$ cat src/fod_alarm_cfg.svh
// Purpose: Timing constants for the fault alarm sequencer
// Assumes: 50 MHz core clock
// Notes:   Times kept in their own units, cycle counts derived
`ifndef FOD_ALARM_CFG_SVH
`define FOD_ALARM_CFG_SVH

`define CLK_HZ          50000000
`define PHASE_S         30
`define TONE_MS         400
`define GAP_MS          800
`define TONE_HZ         2000
`define PHASE_CYC       (`PHASE_S * `CLK_HZ)
`define TONE_CYC        ((`TONE_MS * (`CLK_HZ / 1000)))
`define GAP_CYC         ((`GAP_MS * (`CLK_HZ / 1000)))
`define HALF_TONE_CYC   (`CLK_HZ / (2 * `TONE_HZ))

`endif

$ cat src/fod_alarm_pkg.sv
// Purpose: Types for the fault alarm sequencer
// Assumes: Nothing
// Notes:   Timing lives in fod_alarm_cfg.svh
package fod_alarm_pkg;
   typedef enum logic [1:0]
   {
      ST_IDLE   = 2'b00,
      ST_SOUND  = 2'b01,
      ST_SILENT = 2'b10
   } alarm_state_t;

   typedef struct packed
   {
      logic buzzer;
      logic lamp;
   } alarm_out_t;
endpackage

$ cat src/tone_gen.sv
// Purpose: Square wave tone generator for the buzzer pin
// Assumes: enable comes from logic on the same clock
// Notes:   Output low whenever disabled
`timescale 1ns/1ns
`default_nettype none
module tone_gen
#(
   parameter int HALF_CYC = 12500
)
(
   input  wire logic core_clk,
   input  wire logic resetn,
   input  wire logic enable,
   output var  logic tone
);
   localparam int CW = $clog2(HALF_CYC);
   localparam logic [CW-1:0] LAST = CW'(HALF_CYC - 1);

   logic [CW-1:0] cnt;
   wire           wrap = (cnt == LAST);

   always_ff @(posedge core_clk or negedge resetn)
   begin
      if (!resetn)
      begin
         cnt  <= '0;
         tone <= 1'b0;
      end
      else if (!enable)
      begin
         cnt  <= '0;
         tone <= 1'b0;
      end
      else
      begin
         cnt  <= wrap ? '0 : cnt + 1'b1;
         tone <= wrap ? ~tone : tone;
      end
   end

   a_tone_idle: assert property
      (@(posedge core_clk) disable iff (!resetn)
         !enable |=> !tone)
      else $error("tone active while disabled");
endmodule
`default_nettype wire

$ cat src/fod_buzzer_alarm_sequencer.sv
// Purpose: Buzzer alarm pattern for a major foreign object fault
// Assumes: Fault input arrives from another domain; one 50 MHz clock
// Notes:   Lamp output tracks fast blink for the whole fault duration
`timescale 1ns/1ns
`default_nettype none
`include "fod_alarm_cfg.svh"
module fod_buzzer_alarm_sequencer
   import fod_alarm_pkg::*;
#(
   parameter int PHASE_CYC = `PHASE_CYC,
   parameter int TONE_CYC  = `TONE_CYC,
   parameter int GAP_CYC   = `GAP_CYC,
   parameter int HALF_CYC  = `HALF_TONE_CYC
)
(
   input  wire logic core_clk,
   input  wire logic resetn,
   input  wire logic foreign_object_fault,
   output var  logic buzzer_drive_pin,
   output var  logic red_fault_lamp
);
   localparam int BW = $clog2(TONE_CYC + GAP_CYC);
   localparam int PW = $clog2(PHASE_CYC);
   localparam logic [BW-1:0] BLINK_LAST = BW'(TONE_CYC + GAP_CYC - 1);
   localparam logic [BW-1:0] TONE_END   = BW'(TONE_CYC);
   localparam logic [PW-1:0] PHASE_LAST = PW'(PHASE_CYC - 1);

   logic [2:0]    faultSync;
   logic          fault;
   alarm_state_t  state;
   alarm_state_t  next_state;
   logic [PW-1:0] phaseCnt;
   logic [PW-1:0] next_phaseCnt;
   logic [BW-1:0] blinkCnt;
   logic [BW-1:0] next_blinkCnt;
   alarm_out_t    outs;
   logic          toneWave;

   // Change accepted only once second and third stages agree
   wire agree     = (faultSync[1] == faultSync[2]);
   wire inIdle    = (state == ST_IDLE);
   wire inSound   = (state == ST_SOUND);
   wire phaseWrap = (phaseCnt == PHASE_LAST);
   wire blinkWrap = (blinkCnt == BLINK_LAST);
   // Counters held at zero outside a fault so a new fault starts fresh
   wire holdCnt   = !fault || inIdle;
   // The idle cycle that first sees the fault stays dark, otherwise the
   // opening blink would run one cycle longer than every later one
   wire lampLit   = fault && !inIdle && (blinkCnt < TONE_END);
   wire toneOn    = lampLit && inSound;

   assign next_phaseCnt = (holdCnt || phaseWrap) ? '0 : phaseCnt + 1'b1;
   assign next_blinkCnt = (holdCnt || blinkWrap) ?
                          '0 : blinkCnt + 1'b1;

   always_ff @(posedge core_clk or negedge resetn)
   begin
      if (!resetn)
      begin
         faultSync <= 3'h0;
         fault     <= 1'b0;
      end
      else
      begin
         faultSync <= {faultSync[1:0], foreign_object_fault};
         fault     <= agree ? faultSync[2] : fault;
      end
   end

   always_comb
   begin
      next_state = state;
      case (state)
         ST_IDLE:   next_state = fault ? ST_SOUND : ST_IDLE;
         ST_SOUND:  next_state = !fault ? ST_IDLE :
                                 phaseWrap ? ST_SILENT : ST_SOUND;
         ST_SILENT: next_state = !fault ? ST_IDLE :
                                 phaseWrap ? ST_SOUND : ST_SILENT;
         default:   next_state = ST_IDLE;
      endcase
   end

   always_ff @(posedge core_clk or negedge resetn)
   begin
      if (!resetn)
      begin
         state    <= ST_IDLE;
         phaseCnt <= '0;
         blinkCnt <= '0;
      end
      else
      begin
         state    <= next_state;
         phaseCnt <= next_phaseCnt;
         blinkCnt <= next_blinkCnt;
      end
   end

   tone_gen #(.HALF_CYC(HALF_CYC)) u_tone
   (
      .core_clk (core_clk),
      .resetn   (resetn),
      .enable   (toneOn),
      .tone     (toneWave)
   );

   // Lamp registered to share the tone generator's one-cycle latency
   // The buzzer field marks the tone window the pin is checked against
   always_ff @(posedge core_clk or negedge resetn)
   begin
      if (!resetn)
         outs <= '0;
      else
         outs <= '{buzzer: toneOn, lamp: lampLit};
   end

   assign buzzer_drive_pin = toneWave;
   assign red_fault_lamp   = outs.lamp;

   // Synchroniser and alarm start
   a_sync_hold: assert property
      (@(posedge core_clk) disable iff (!resetn)
         !agree |=> $stable(fault))
      else $error("fault moved while stages disagree");
   a_sync_take: assert property
      (@(posedge core_clk) disable iff (!resetn)
         agree |=> fault == $past(faultSync[2]))
      else $error("fault missed an agreed change");
   a_fault_start: assert property
      (@(posedge core_clk) disable iff (!resetn)
         state == ST_IDLE && fault |=> state == ST_SOUND)
      else $error("alarm did not start");

   // Phase sequencing
   a_sound_hold: assert property
      (@(posedge core_clk) disable iff (!resetn)
         fault && inSound && !phaseWrap |=> inSound)
      else $error("sounding phase cut short");
   a_phase_run: assert property
      (@(posedge core_clk) disable iff (!resetn)
         fault && !inIdle && !phaseWrap
         |=> phaseCnt == $past(phaseCnt) + 1'b1)
      else $error("phase counter did not advance");
   a_phase_swap: assert property
      (@(posedge core_clk) disable iff (!resetn)
         fault && $past(fault) && state == ST_SOUND && phaseWrap
         |=> state == ST_SILENT)
      else $error("phase did not alternate");
   a_silent_hold: assert property
      (@(posedge core_clk) disable iff (!resetn)
         fault && state == ST_SILENT && !phaseWrap |=> state == ST_SILENT)
      else $error("silent phase cut short");
   a_silent_resume: assert property
      (@(posedge core_clk) disable iff (!resetn)
         fault && state == ST_SILENT && phaseWrap |=> inSound)
      else $error("sounding phase did not resume");
   a_silent_quiet: assert property
      (@(posedge core_clk) disable iff (!resetn)
         state == ST_SILENT |=> !buzzer_drive_pin)
      else $error("buzzer sounding in silent phase");
   a_silent_lamp: assert property
      (@(posedge core_clk) disable iff (!resetn)
         fault && state == ST_SILENT && blinkCnt < TONE_END
         |=> red_fault_lamp)
      else $error("lamp stopped blinking in silent phase");
   a_tone_sound: assert property
      (@(posedge core_clk) disable iff (!resetn)
         buzzer_drive_pin |-> $past(inSound))
      else $error("tone outside sounding phase");

   // Blink and tone alignment
   a_blink_run: assert property
      (@(posedge core_clk) disable iff (!resetn)
         fault && !inIdle && !blinkWrap
         |=> blinkCnt == $past(blinkCnt) + 1'b1)
      else $error("blink counter did not advance");
   a_blink_wrap: assert property
      (@(posedge core_clk) disable iff (!resetn)
         fault && !inIdle && blinkWrap |=> blinkCnt == '0)
      else $error("blink period did not restart");
   a_gap_dark: assert property
      (@(posedge core_clk) disable iff (!resetn)
         fault && blinkCnt == TONE_END |=> !red_fault_lamp)
      else $error("lamp lit in gap");
   a_lamp_lit: assert property
      (@(posedge core_clk) disable iff (!resetn)
         fault && !inIdle && blinkCnt < TONE_END |=> red_fault_lamp)
      else $error("lamp dark in tone slot");
   a_gap_quiet: assert property
      (@(posedge core_clk) disable iff (!resetn)
         fault && blinkCnt >= TONE_END |=> !buzzer_drive_pin)
      else $error("tone in quiet gap");
   a_tone_lamp: assert property
      (@(posedge core_clk) disable iff (!resetn)
         buzzer_drive_pin |-> red_fault_lamp)
      else $error("tone without lamp");
   a_tone_window: assert property
      (@(posedge core_clk) disable iff (!resetn)
         buzzer_drive_pin |-> outs.buzzer)
      else $error("tone outside its window");
   a_tone_toggle: assert property
      (@(posedge core_clk) disable iff (!resetn)
         $rose(buzzer_drive_pin) && toneOn ##1 toneOn [*7]
         |-> buzzer_drive_pin)
      else $error("tone half period too short");

   // Clear and restart
   a_clear_idle: assert property
      (@(posedge core_clk) disable iff (!resetn)
         !fault |=> state == ST_IDLE ##1 !buzzer_drive_pin)
      else $error("alarm continued after clear");
   a_clear_dark: assert property
      (@(posedge core_clk) disable iff (!resetn)
         !fault |=> !red_fault_lamp)
      else $error("lamp lit after clear");
   a_idle_reset: assert property
      (@(posedge core_clk) disable iff (!resetn)
         inIdle |=> phaseCnt == '0 && blinkCnt == '0)
      else $error("counters not cleared while idle");
   a_lamp_dark_idle: assert property
      (@(posedge core_clk) disable iff (!resetn)
         state == ST_IDLE && !fault |=> !red_fault_lamp)
      else $error("lamp lit while idle");

   c_sound: cover property (@(posedge core_clk) state == ST_SOUND && toneOn);
   c_silent: cover property (@(posedge core_clk)
      state == ST_SILENT && red_fault_lamp);
   c_resound: cover property (@(posedge core_clk)
      state == ST_SILENT ##1 state == ST_SOUND);
   c_clear: cover property (@(posedge core_clk)
      state == ST_SOUND ##1 state == ST_IDLE);
   c_restart: cover property (@(posedge core_clk)
      state == ST_IDLE && fault ##1 state == ST_SOUND);
endmodule
`default_nettype wire

$ cat config.mk
export PLATFORM = sky130hd
export DESIGN_NAME = fod_buzzer_alarm_sequencer
export DESIGN_NICKNAME = d
export VERILOG_FILES = /design/src/fod_alarm_pkg.sv /design/src/tone_gen.sv /design/src/fod_buzzer_alarm_sequencer.sv
export VERILOG_INCLUDE_DIRS = /design/src
export SDC_FILE = /design/constraint.sdc
export NUM_CORES = 1
export LEC_CHECK = 0
export BUFFER_PORTS_ARGS = -buffer_cell sky130_fd_sc_hd__buf_2
export CORE_ASPECT_RATIO = 0.75
export CORE_UTILIZATION = 45
export DETAILED_ROUTE_END_ITERATION = 7
export PLACE_DENSITY_LB_ADDON = 0.2
export SYNTH_ARGS = -nofsm -noshare
export SYNTH_HDL_FRONTEND = slang
export SYNTH_SLANG_ARGS = --single-unit
$ cat constraint.sdc
create_clock -name core_clk -period 5.05 [get_ports core_clk]
set_input_delay 1.01 -clock core_clk [delete_from_list [all_inputs] [get_ports core_clk]]
set_output_delay 1.01 -clock core_clk [all_outputs]
set_load 0.02 [all_outputs]
# Word level (Yosys, flattened, before mapping)
# Index checks and enable logic that the tools add are counted.
[word_totals] reg_bits=79 latchBits=0 mem_bits_rw=0 romBits=0 output_inout_bits=2 word_cells=41 mem_count=0
[classes] n_addsub=3 n_mul=0 n_div=0 n_lt_le_gt_ge=1 n_eq_ne=7 n_shift=0 muxes=12 bitwise=1 reduce_logical=9
[op_table] cell="$add A31 B1 Y31 const B" n=1
[op_table] cell="$eq A31 B31 Y1 const B" n=1
[op_table] cell="$mux W31" n=1
[op_table] cell="$mux W14" n=2
[op_table] cell="$add A26 B1 Y26 const B" n=1
[op_table] cell="$eq A26 B26 Y1 const B" n=1
[op_table] cell="$lt A26 B25 Y1 const B" n=1
[op_table] cell="$mux W26" n=1
[op_table] cell="$add A14 B1 Y14 const B" n=1
[op_table] cell="$eq A14 B14 Y1 const B" n=1
[op_table] cell="$mux W2" n=4
[op_table] cell="$pmux W2 S3" n=1
[op_table] cell="$logic_and A1 B1 Y1" n=3
[op_table] cell="$logic_or A1 B1 Y1" n=3
[op_table] cell="$mux W1" n=3
[op_table] cell="$eq A2 B1 Y1 const B" n=1
[op_table] cell="$eq A2 B2 Y1 const B" n=1
[op_table] cell="$logic_not A1 Y1" n=2
[op_table] cell="$logic_not A2 Y1" n=1
[op_table] cell="$ne A2 B2 Y1 const B" n=1
[op_table] cell="$eq A1 B1 Y1" n=1
[op_table] cell="$not A1 Y1" n=1

# Longest topological paths before layout
# Gate-level depths: netlist (run 1).
[logic_depth] ltp_word=6 mapped_depth=7 ltp_nobuf=5

# By module
# A second synthesis (run 1) with hierarchy kept.
[hier_totals] cells_unflattened=388 hier_area_um2=3993.8
[by_module_without_submodules] module="fod_buzzer_alarm_sequencer" n_inst=1 cells_per_inst=319 area_per_inst_um2=3244.4
[by_module_without_submodules] module="tone_gen" n_inst=1 cells_per_inst=69 area_per_inst_um2=749.5

# Least setup slack after synthesis (run 1)
# OpenSTA, ideal clock, no wires.
[synth_timing] path_kind="reg-to-reg" from="register phaseCnt[0]" to="register phaseCnt[10]" setup_time_ns=0.121 arrival_ns=1.695 required_time_ns=4.929 path_slack_ns=3.233 path_stages_with_launch=8 path_buffers=2 path_cell_list="dfrtp_1 > ha_1 > nand3_1 > nor4_1 > a21o_1 > clkbuf_8 > buf_2 > nor2_1"
[synth_between] elab_chain_len=3
[synth_rtl] element="from (decl)" line_no="fod_buzzer_alarm_sequencer.sv:32" source="logic [PW-1:0] phaseCnt;"
[synth_rtl] element="from (signal assigned)" line_no="fod_buzzer_alarm_sequencer.sv:94" source="phaseCnt <= next_phaseCnt;"
[synth_rtl] element="parallel branches: the longest is 2 deep, another holds $add A31 B1 Y31"
[synth_rtl] element="$mux W31 *" line_no="fod_buzzer_alarm_sequencer.sv:52" source="assign next_phaseCnt = (holdCnt || phaseWrap) ? '0 : phaseCnt + 1'b1;"
[synth_rtl] element="via next_phaseCnt[10]" line_no="fod_buzzer_alarm_sequencer.sv:33" source="logic [PW-1:0] next_phaseCnt;"
# Mark *: on every way through the listed nets, which the timed path passes.
# A chain may end at the register's enable or synchronous reset.

# Worst setup path after layout (run 1)
[layout_timing] from="register phaseCnt[0]" to="register phaseCnt[3]"
# Same word-level chain as after synthesis.

==> results.yml, run 1 <==
run_status:
  status: "finished clean"
cts:
  cts_tree: "yes"
  postCtsHoldBufs: 0
  clk_latency_ps: 330
  cts.sinks: 79
  ctsResizeCount: 0
  clk_pin_slew_worst_paths_ps: 50
  clockRootBuffer: "clkbuf_16"
  post-cts-setup-buffers: 0
  numCtsBuffers: 9
  clock_path_buffers: 2
  htreeDepth: 3
placed_design:
  post-dp-hpwl_um: 6200
  place_congestion: 0.801
  port_buffers: 4
grt:
  grt_max_degree: 80
  gr-usage-all-layers_pct: 20.5
  antenna_found_initial: 0
  grt_pass1_vias: 3198
  grt-ovfl-total: 0
  grt_pass1_wl_um: 15700
timing:
  setup_viol: 0
  rsz0062_at_grt: "no"
  relSlewSlack_pct: 26.7
  hold_viol: 0
  drv_slew: 0
  tns_ps: 0
  post-route-period-util_pct: 48.3
  min_period_ps: 2440
  fmax_mhz: 410
  worst_pin_slew_ps: 1090
  skew_ps: 5.70
floorplan:
  dieWidth_um: 113
  start_util_pct: 46.3
  fp-row-count: 30
  core-area_mm2: 0.00905
  die_area_mm2: 0.00971
  fp.dieH_um: 85.6
  io_pins: 5
setup_path:
  end_kind: "flip-flop"
  regToRegSetupSlack_ps: 2610
  r2r_cells: 5
  path_max_fanout: 26
  critPathArrivalTime_ps: 2610
  crit_required_ps: 5220
  startpoint_type: "flip-flop"
  path_class: "flip-flop to flip-flop"
drt:
  dr.pass1.iters: 5
  routed-via-count: 3443
  drc: 0
  routed_via_density: 6.13
  drtIter0Drc: 282
  wl_um: 9230
  wl_per_cell_um: 16.4
  drtAntennaViolNets: 0
power_and_ir_drop:
  max-vdd-ir-drop_mv: 0.202
  power_density_mw_per_mm2: 293
  leakage_nw: 1.71
  total_power_mw: 1.34
layout:
  layout_commonest_cell: "dfrtp_1"
  fillers: 845
  drive_above_1_share_pct: 7.37
  fin_nets: 436
  areaGrowthSynthToFinish_pct: 9.16
  final_cell_mix: "79 x dfrtp_1, 32 x nand4_1, 27 x nand2_1, 27 x nor2_1, 23 x nor3_1"
  n_antenna_cell: 0
synthesis:
  synth_simple_gate_area_share_pct: 29.6
  synth-compound-area-share_pct: 11.8
  syn_area_mm2: 0.00419
  syn_inst: 434
  synth_mux_area_share_pct: 0
  ys_ff_latch: 79
  ys_types: 49
  ys.flop_type: "dfrtp_1"
  synth_top_family_by_area: "simple AND/OR/NAND/NOR gates"
  synth_edf_count: 0
  synth_xor_area_share_pct: 6.89
  synthArstFlopShare_pct: 100
  synth_fp_nets: 440
  synth.avg_cell_area_um2: 9.66
  yosysWarnings: 0
  seq_area_frac_synth_pct: 47.2
  synth_fa_ha_area_share_pct: 1.13
flow_run:
  max_cap_violations: 0
worst_hold_path:
  min_path_cells: 0
  hold_path.class: "flip-flop to flip-flop"
==> report_power, final <==
part	switching, mW	internal [mW]	total [mW]	leakage (nW)
Combinational	0.0369	0.00920	0.0461	0.471
Sequential	0.00632	0.641	0.647	1.09
Clock	0.245	0.404	0.649	0.151
Total	0.288	1.05	1.34	1.71
==> critical path: stages, from the launching register on <==
cell and delay, ps:
dfrtp_1 380, ha_1 240, nand3_1 130, nor4_1 590
a21o_1 800, nor2_1 140
==> Yosys cell counts (2+ instances only) <==
master | count | share of area, %
ha_1 | 3 | 0.90
nand3_1 | 20 | 2.4
nand4_2 | 2 | 0.60
nand4b_1 | 2 | 0.42
nor3b_1 | 2 | 0.36
nor3_1 | 23 | 2.7
a211oi_1 | 10 | 1.8
clkbuf_2 | 2 | 0.24
inv_1 | 7 | 0.63
or3_2 | 2 | 0.36
clkbuf_8 | 2 | 0.66
nor4_1 | 9 | 1.3
xor2_1 | 20 | 4.2
nor4b_1 | 3 | 0.63
or4_1 | 13 | 2.3
and4_1 | 12 | 2.5
clkbuf_1 | 11 | 0.98
and2_1 | 4 | 0.60
o31ai_1 | 15 | 2.7
xnor2_1 | 13 | 2.7
o21ai_0 | 16 | 1.9
a21oi_1 | 22 | 2.6
nor2_1 | 27 | 2.4
nand4_1 | 32 | 4.8
dfrtp_1 | 79 | 47
nor4bb_1 | 3 | 0.72
nand2_1 | 27 | 2.4
buf_2 | 5 | 0.60
and3_1 | 12 | 1.8
a31oi_1 | 3 | 0.45
o211ai_1 | 3 | 0.54
or3_1 | 13 | 1.9
==> stage by stage <==
step | setup slack, ps | util (%) | instance area, µm² | hold WS, ps | std cells
6_report | 2610 | 50.6 | 4580 | 349 | 562
3_3_place_gp | 2760 | 47.3 | 4280 | 335 | 547
5_1_grt | 2340 | 50.6 | 4580 | 356 | 562
4_1_cts | 2630 | 50.6 | 4580 | 350 | 562
2_1_floorplan | 3230 | - | 4190 | 331 | 434
3_5_place_dp | 2650 | 47.3 | 4280 | 337 | 547
==> logic make-up after synthesis <==
logic type	Yosys count
AND/OR/NAND/NOR	212
adder cells (fa/ha/maj)	4
AO/OA/AOI/OAI	78
buffers and inverters	28
flip-flops	79
XOR/XNOR	33
==> worst paths after layout <==
path | start | to
setup / recovery | phaseCnt[0] | phaseCnt[3]
hold / removal | faultSync[0] | faultSync[1]
setup reg to reg | phaseCnt[0] | phaseCnt[3]
hold reg to reg | faultSync[0] | faultSync[1]
max in group asynchronous | resetn | blinkCnt[3]
min in group asynchronous | resetn | u_tone.tone
==> layout make-up <==
cell class / count / area, µm² / share of cell area, %
multi-input combinational: 327 / 2080 / 45.4
sequential: 79 / 1980 / 43.2
clock buffer: 11 / 253 / 5.52
tap: 128 / 160 / 3.50
clock inverter: 4 / 45.0 / 0.984
timing repair buffer: 6 / 37.5 / 0.820
inverter: 7 / 26.3 / 0.574
==> sequential cells by signal, indices dropped and copies added, names as in the netlist <==
signal / flops
phaseCnt: 31
blinkCnt: 26
u_tone.cnt: 14
faultSync: 3
state: 2
fault: 1
red_fault_lamp: 1
u_tone.tone: 1
==> layer usage <==
metal	up-vias	GRT usage [%]	share of wire (%)
met5	-	0	0
met1	1712	30.4	53
met2	67	29.2	41
li1	1649	-	-
met4	0	7.18	1.7
met3	15	5.02	3.7
Power figures use the tool's default switching activity.
==> run 2, diff against run 1 <==
clock period = 2.2 ns   (was 5.05 ns; I/O delays follow)
==> run 2 against run 1 <==
  * Setup slack worse by 2400 ps
  * Clock skew is essentially flat
  * Core utilization grew 1.8 points
  * Total power up 150%
  * Final area increased by 3.5%
  * First-iteration DRC count down 14%
  * Largest cell class unchanged
==> results.yml, run 2 (synthesis gave the netlist of run 1 again) <==
timing:
  min_period_ps: 2030
  drv_slew: 0
  setup_viol: 0
  hold_viol: 0
  holdWs_ps: 110
  post-route-period-util_pct: 92.3
  fin_ws_ps: 170
  rsz0062_at_grt: "no"
  tns_ps: 0
  worst_pin_slew_ps: 590
  fmax_mhz: 493
  skew_ps: 5.73
  relSlewSlack_pct: 60.7
grt:
  grt-ovfl-total: 0
  antenna_found_initial: 0
  grt_pass1_vias: 3200
  grt_max_degree: 44
  gr-usage-all-layers_pct: 20.4
  grt_pass1_wl_um: 15700
drt:
  routed_via_density: 5.89
  routed-via-count: 3397
  drc: 0
  dr.pass1.iters: 5
  drtIter0Drc: 242
  drtAntennaViolNets: 0
  wl_um: 9140
  wl_per_cell_um: 15.8
power_and_ir_drop:
  power_density_mw_per_mm2: 700
  leakage_nw: 1.80
  max-vdd-ir-drop_mv: 0.568
  total_power_mw: 3.32
cts:
  clk_pin_slew_worst_paths_ps: 60
  post-cts-setup-buffers: 0
  clock_path_buffers: 2
  postCtsHoldBufs: 0
  cts_tree: "yes"
  clockRootBuffer: "clkbuf_16"
  clk_latency_ps: 340
  ctsResizeCount: 0
  numCtsBuffers: 9
  cts.sinks: 79
  htreeDepth: 3
setup_path:
  crit_buf_inv: 1
  startpoint_type: "flip-flop"
  end_kind: "flip-flop"
  crit_chain: "nor4b_1, nand4_1, nor3_2, buf_4, a211oi_1"
  r2r_start: "blinkCnt[18]"
  cp_slowest_cell: "nor4b_1"
  path_class: "flip-flop to flip-flop"
  startpoint: "blinkCnt[18]"
  cpPeakStageDelay_ps: 550
  crit_family: "simple AND/OR/NAND/NOR gates"
  critPathArrivalTime_ps: 2240
  path_max_fanout: 9
  crit_required_ps: 2410
layout:
  fillers: 821
  areaGrowthSynthToFinish_pct: 13.0
  largest_reg_flops: 31
  layout_commonest_cell: "dfrtp_1"
  reg_top3: "phaseCnt: 31 flops, blinkCnt: 26 flops, u_tone.cnt: 14 flops"
  n_antenna_cell: 0
  fin_nets: 450
  drive_above_1_share_pct: 9.80
  regMostFlops: "phaseCnt"
  final_cell_mix: "79 x dfrtp_1, 32 x nand4_1, 27 x nand2_1, 27 x nor2_1, 23 x nor3_1"
  fin_util_pct: 52.4
run_status:
  status: "finished clean"
flow_run:
  max_cap_violations: 0
placed_design:
  preCtsSetupSlack_ps: 192
  post-dp-hpwl_um: 6130
  port_buffers: 4
  place_congestion: 0.835
floorplan:
  core-area_mm2: 0.00905
  die_area_mm2: 0.00971
  start_util_pct: 46.3
  dieWidth_um: 113
  fp-row-count: 30
  io_pins: 5
  fp.dieH_um: 85.6
worst_hold_path:
  hold_path.class: "input port to asynchronous set/reset pin"
run 2: changes by cell type in the layout (fill, tap and decap cells not counted):
cell,delta
buf_12,+1
buf_4,+13
bufinv_16,+2
clkbuf_1,+3
clkbuf_8,-1
clkinv_2,-3
run 2: layout make-up:
| cell class | count | area [µm²] | area share [%] |
|---|---|---|---|
| Clock buffer | 13 | 250 | 5.28 |
| Sequential cell | 79 | 1980 | 41.7 |
| Tap cell | 128 | 160 | 3.38 |
| Timing Repair Buffer | 20 | 155 | 3.28 |
| Inverter | 7 | 26.3 | 0.555 |
| Clock inverter | 3 | 90.1 | 1.90 |
| Multi-Input combinational cell | 327 | 2080 | 43.9 |
run 2: path summary, 6_finish.rpt:
check	endpoint	slack [ps]	depth (start not counted)
hold reg to reg	faultSync[1]	350	0
setup / recovery	blinkCnt[25]	170	5
max in group asynchronous	blinkCnt[15]	1510	2
setup reg to reg	blinkCnt[25]	170	5
min in group core_clk	faultSync[0]	210	1
hold / removal	u_tone.cnt[9]	110	1
run 2: stage by stage:
stage,instances,cell area [µm²]
CTS,577,4740
global placement,561,4400
detailed placement,561,4400
floorplan,434,4190
finish,577,4740
global route,577,4740
run 2: per-layer routing:
metal | global-route usage [%] | share of wire (%) | vias to the layer above
met5 | 0 | 0 | -
met4 | 6.82 | 0.93 | 0
met3 | 5.44 | 4.4 | 6
met1 | 30.1 | 52 | 1637
li1 | - | - | 1689
met2 | 28.8 | 43 | 65
run 2: power by group:
group	switching [mW]	leakage, nW	internal (mW)
Sequential	0.0143	1.09	1.47
Combinational	0.0887	0.544	0.0325
Clock	0.569	0.164	1.14
Total	0.672	1.80	2.64
run 2: worst reg2reg max path: cells and delay by family (launching register included):
family	cells	cell delay, ps
AND/OR/NAND/NOR	3	1150
flip-flops	1	460
buffers and inverters	1	220
AO/OA/AOI/OAI	1	60
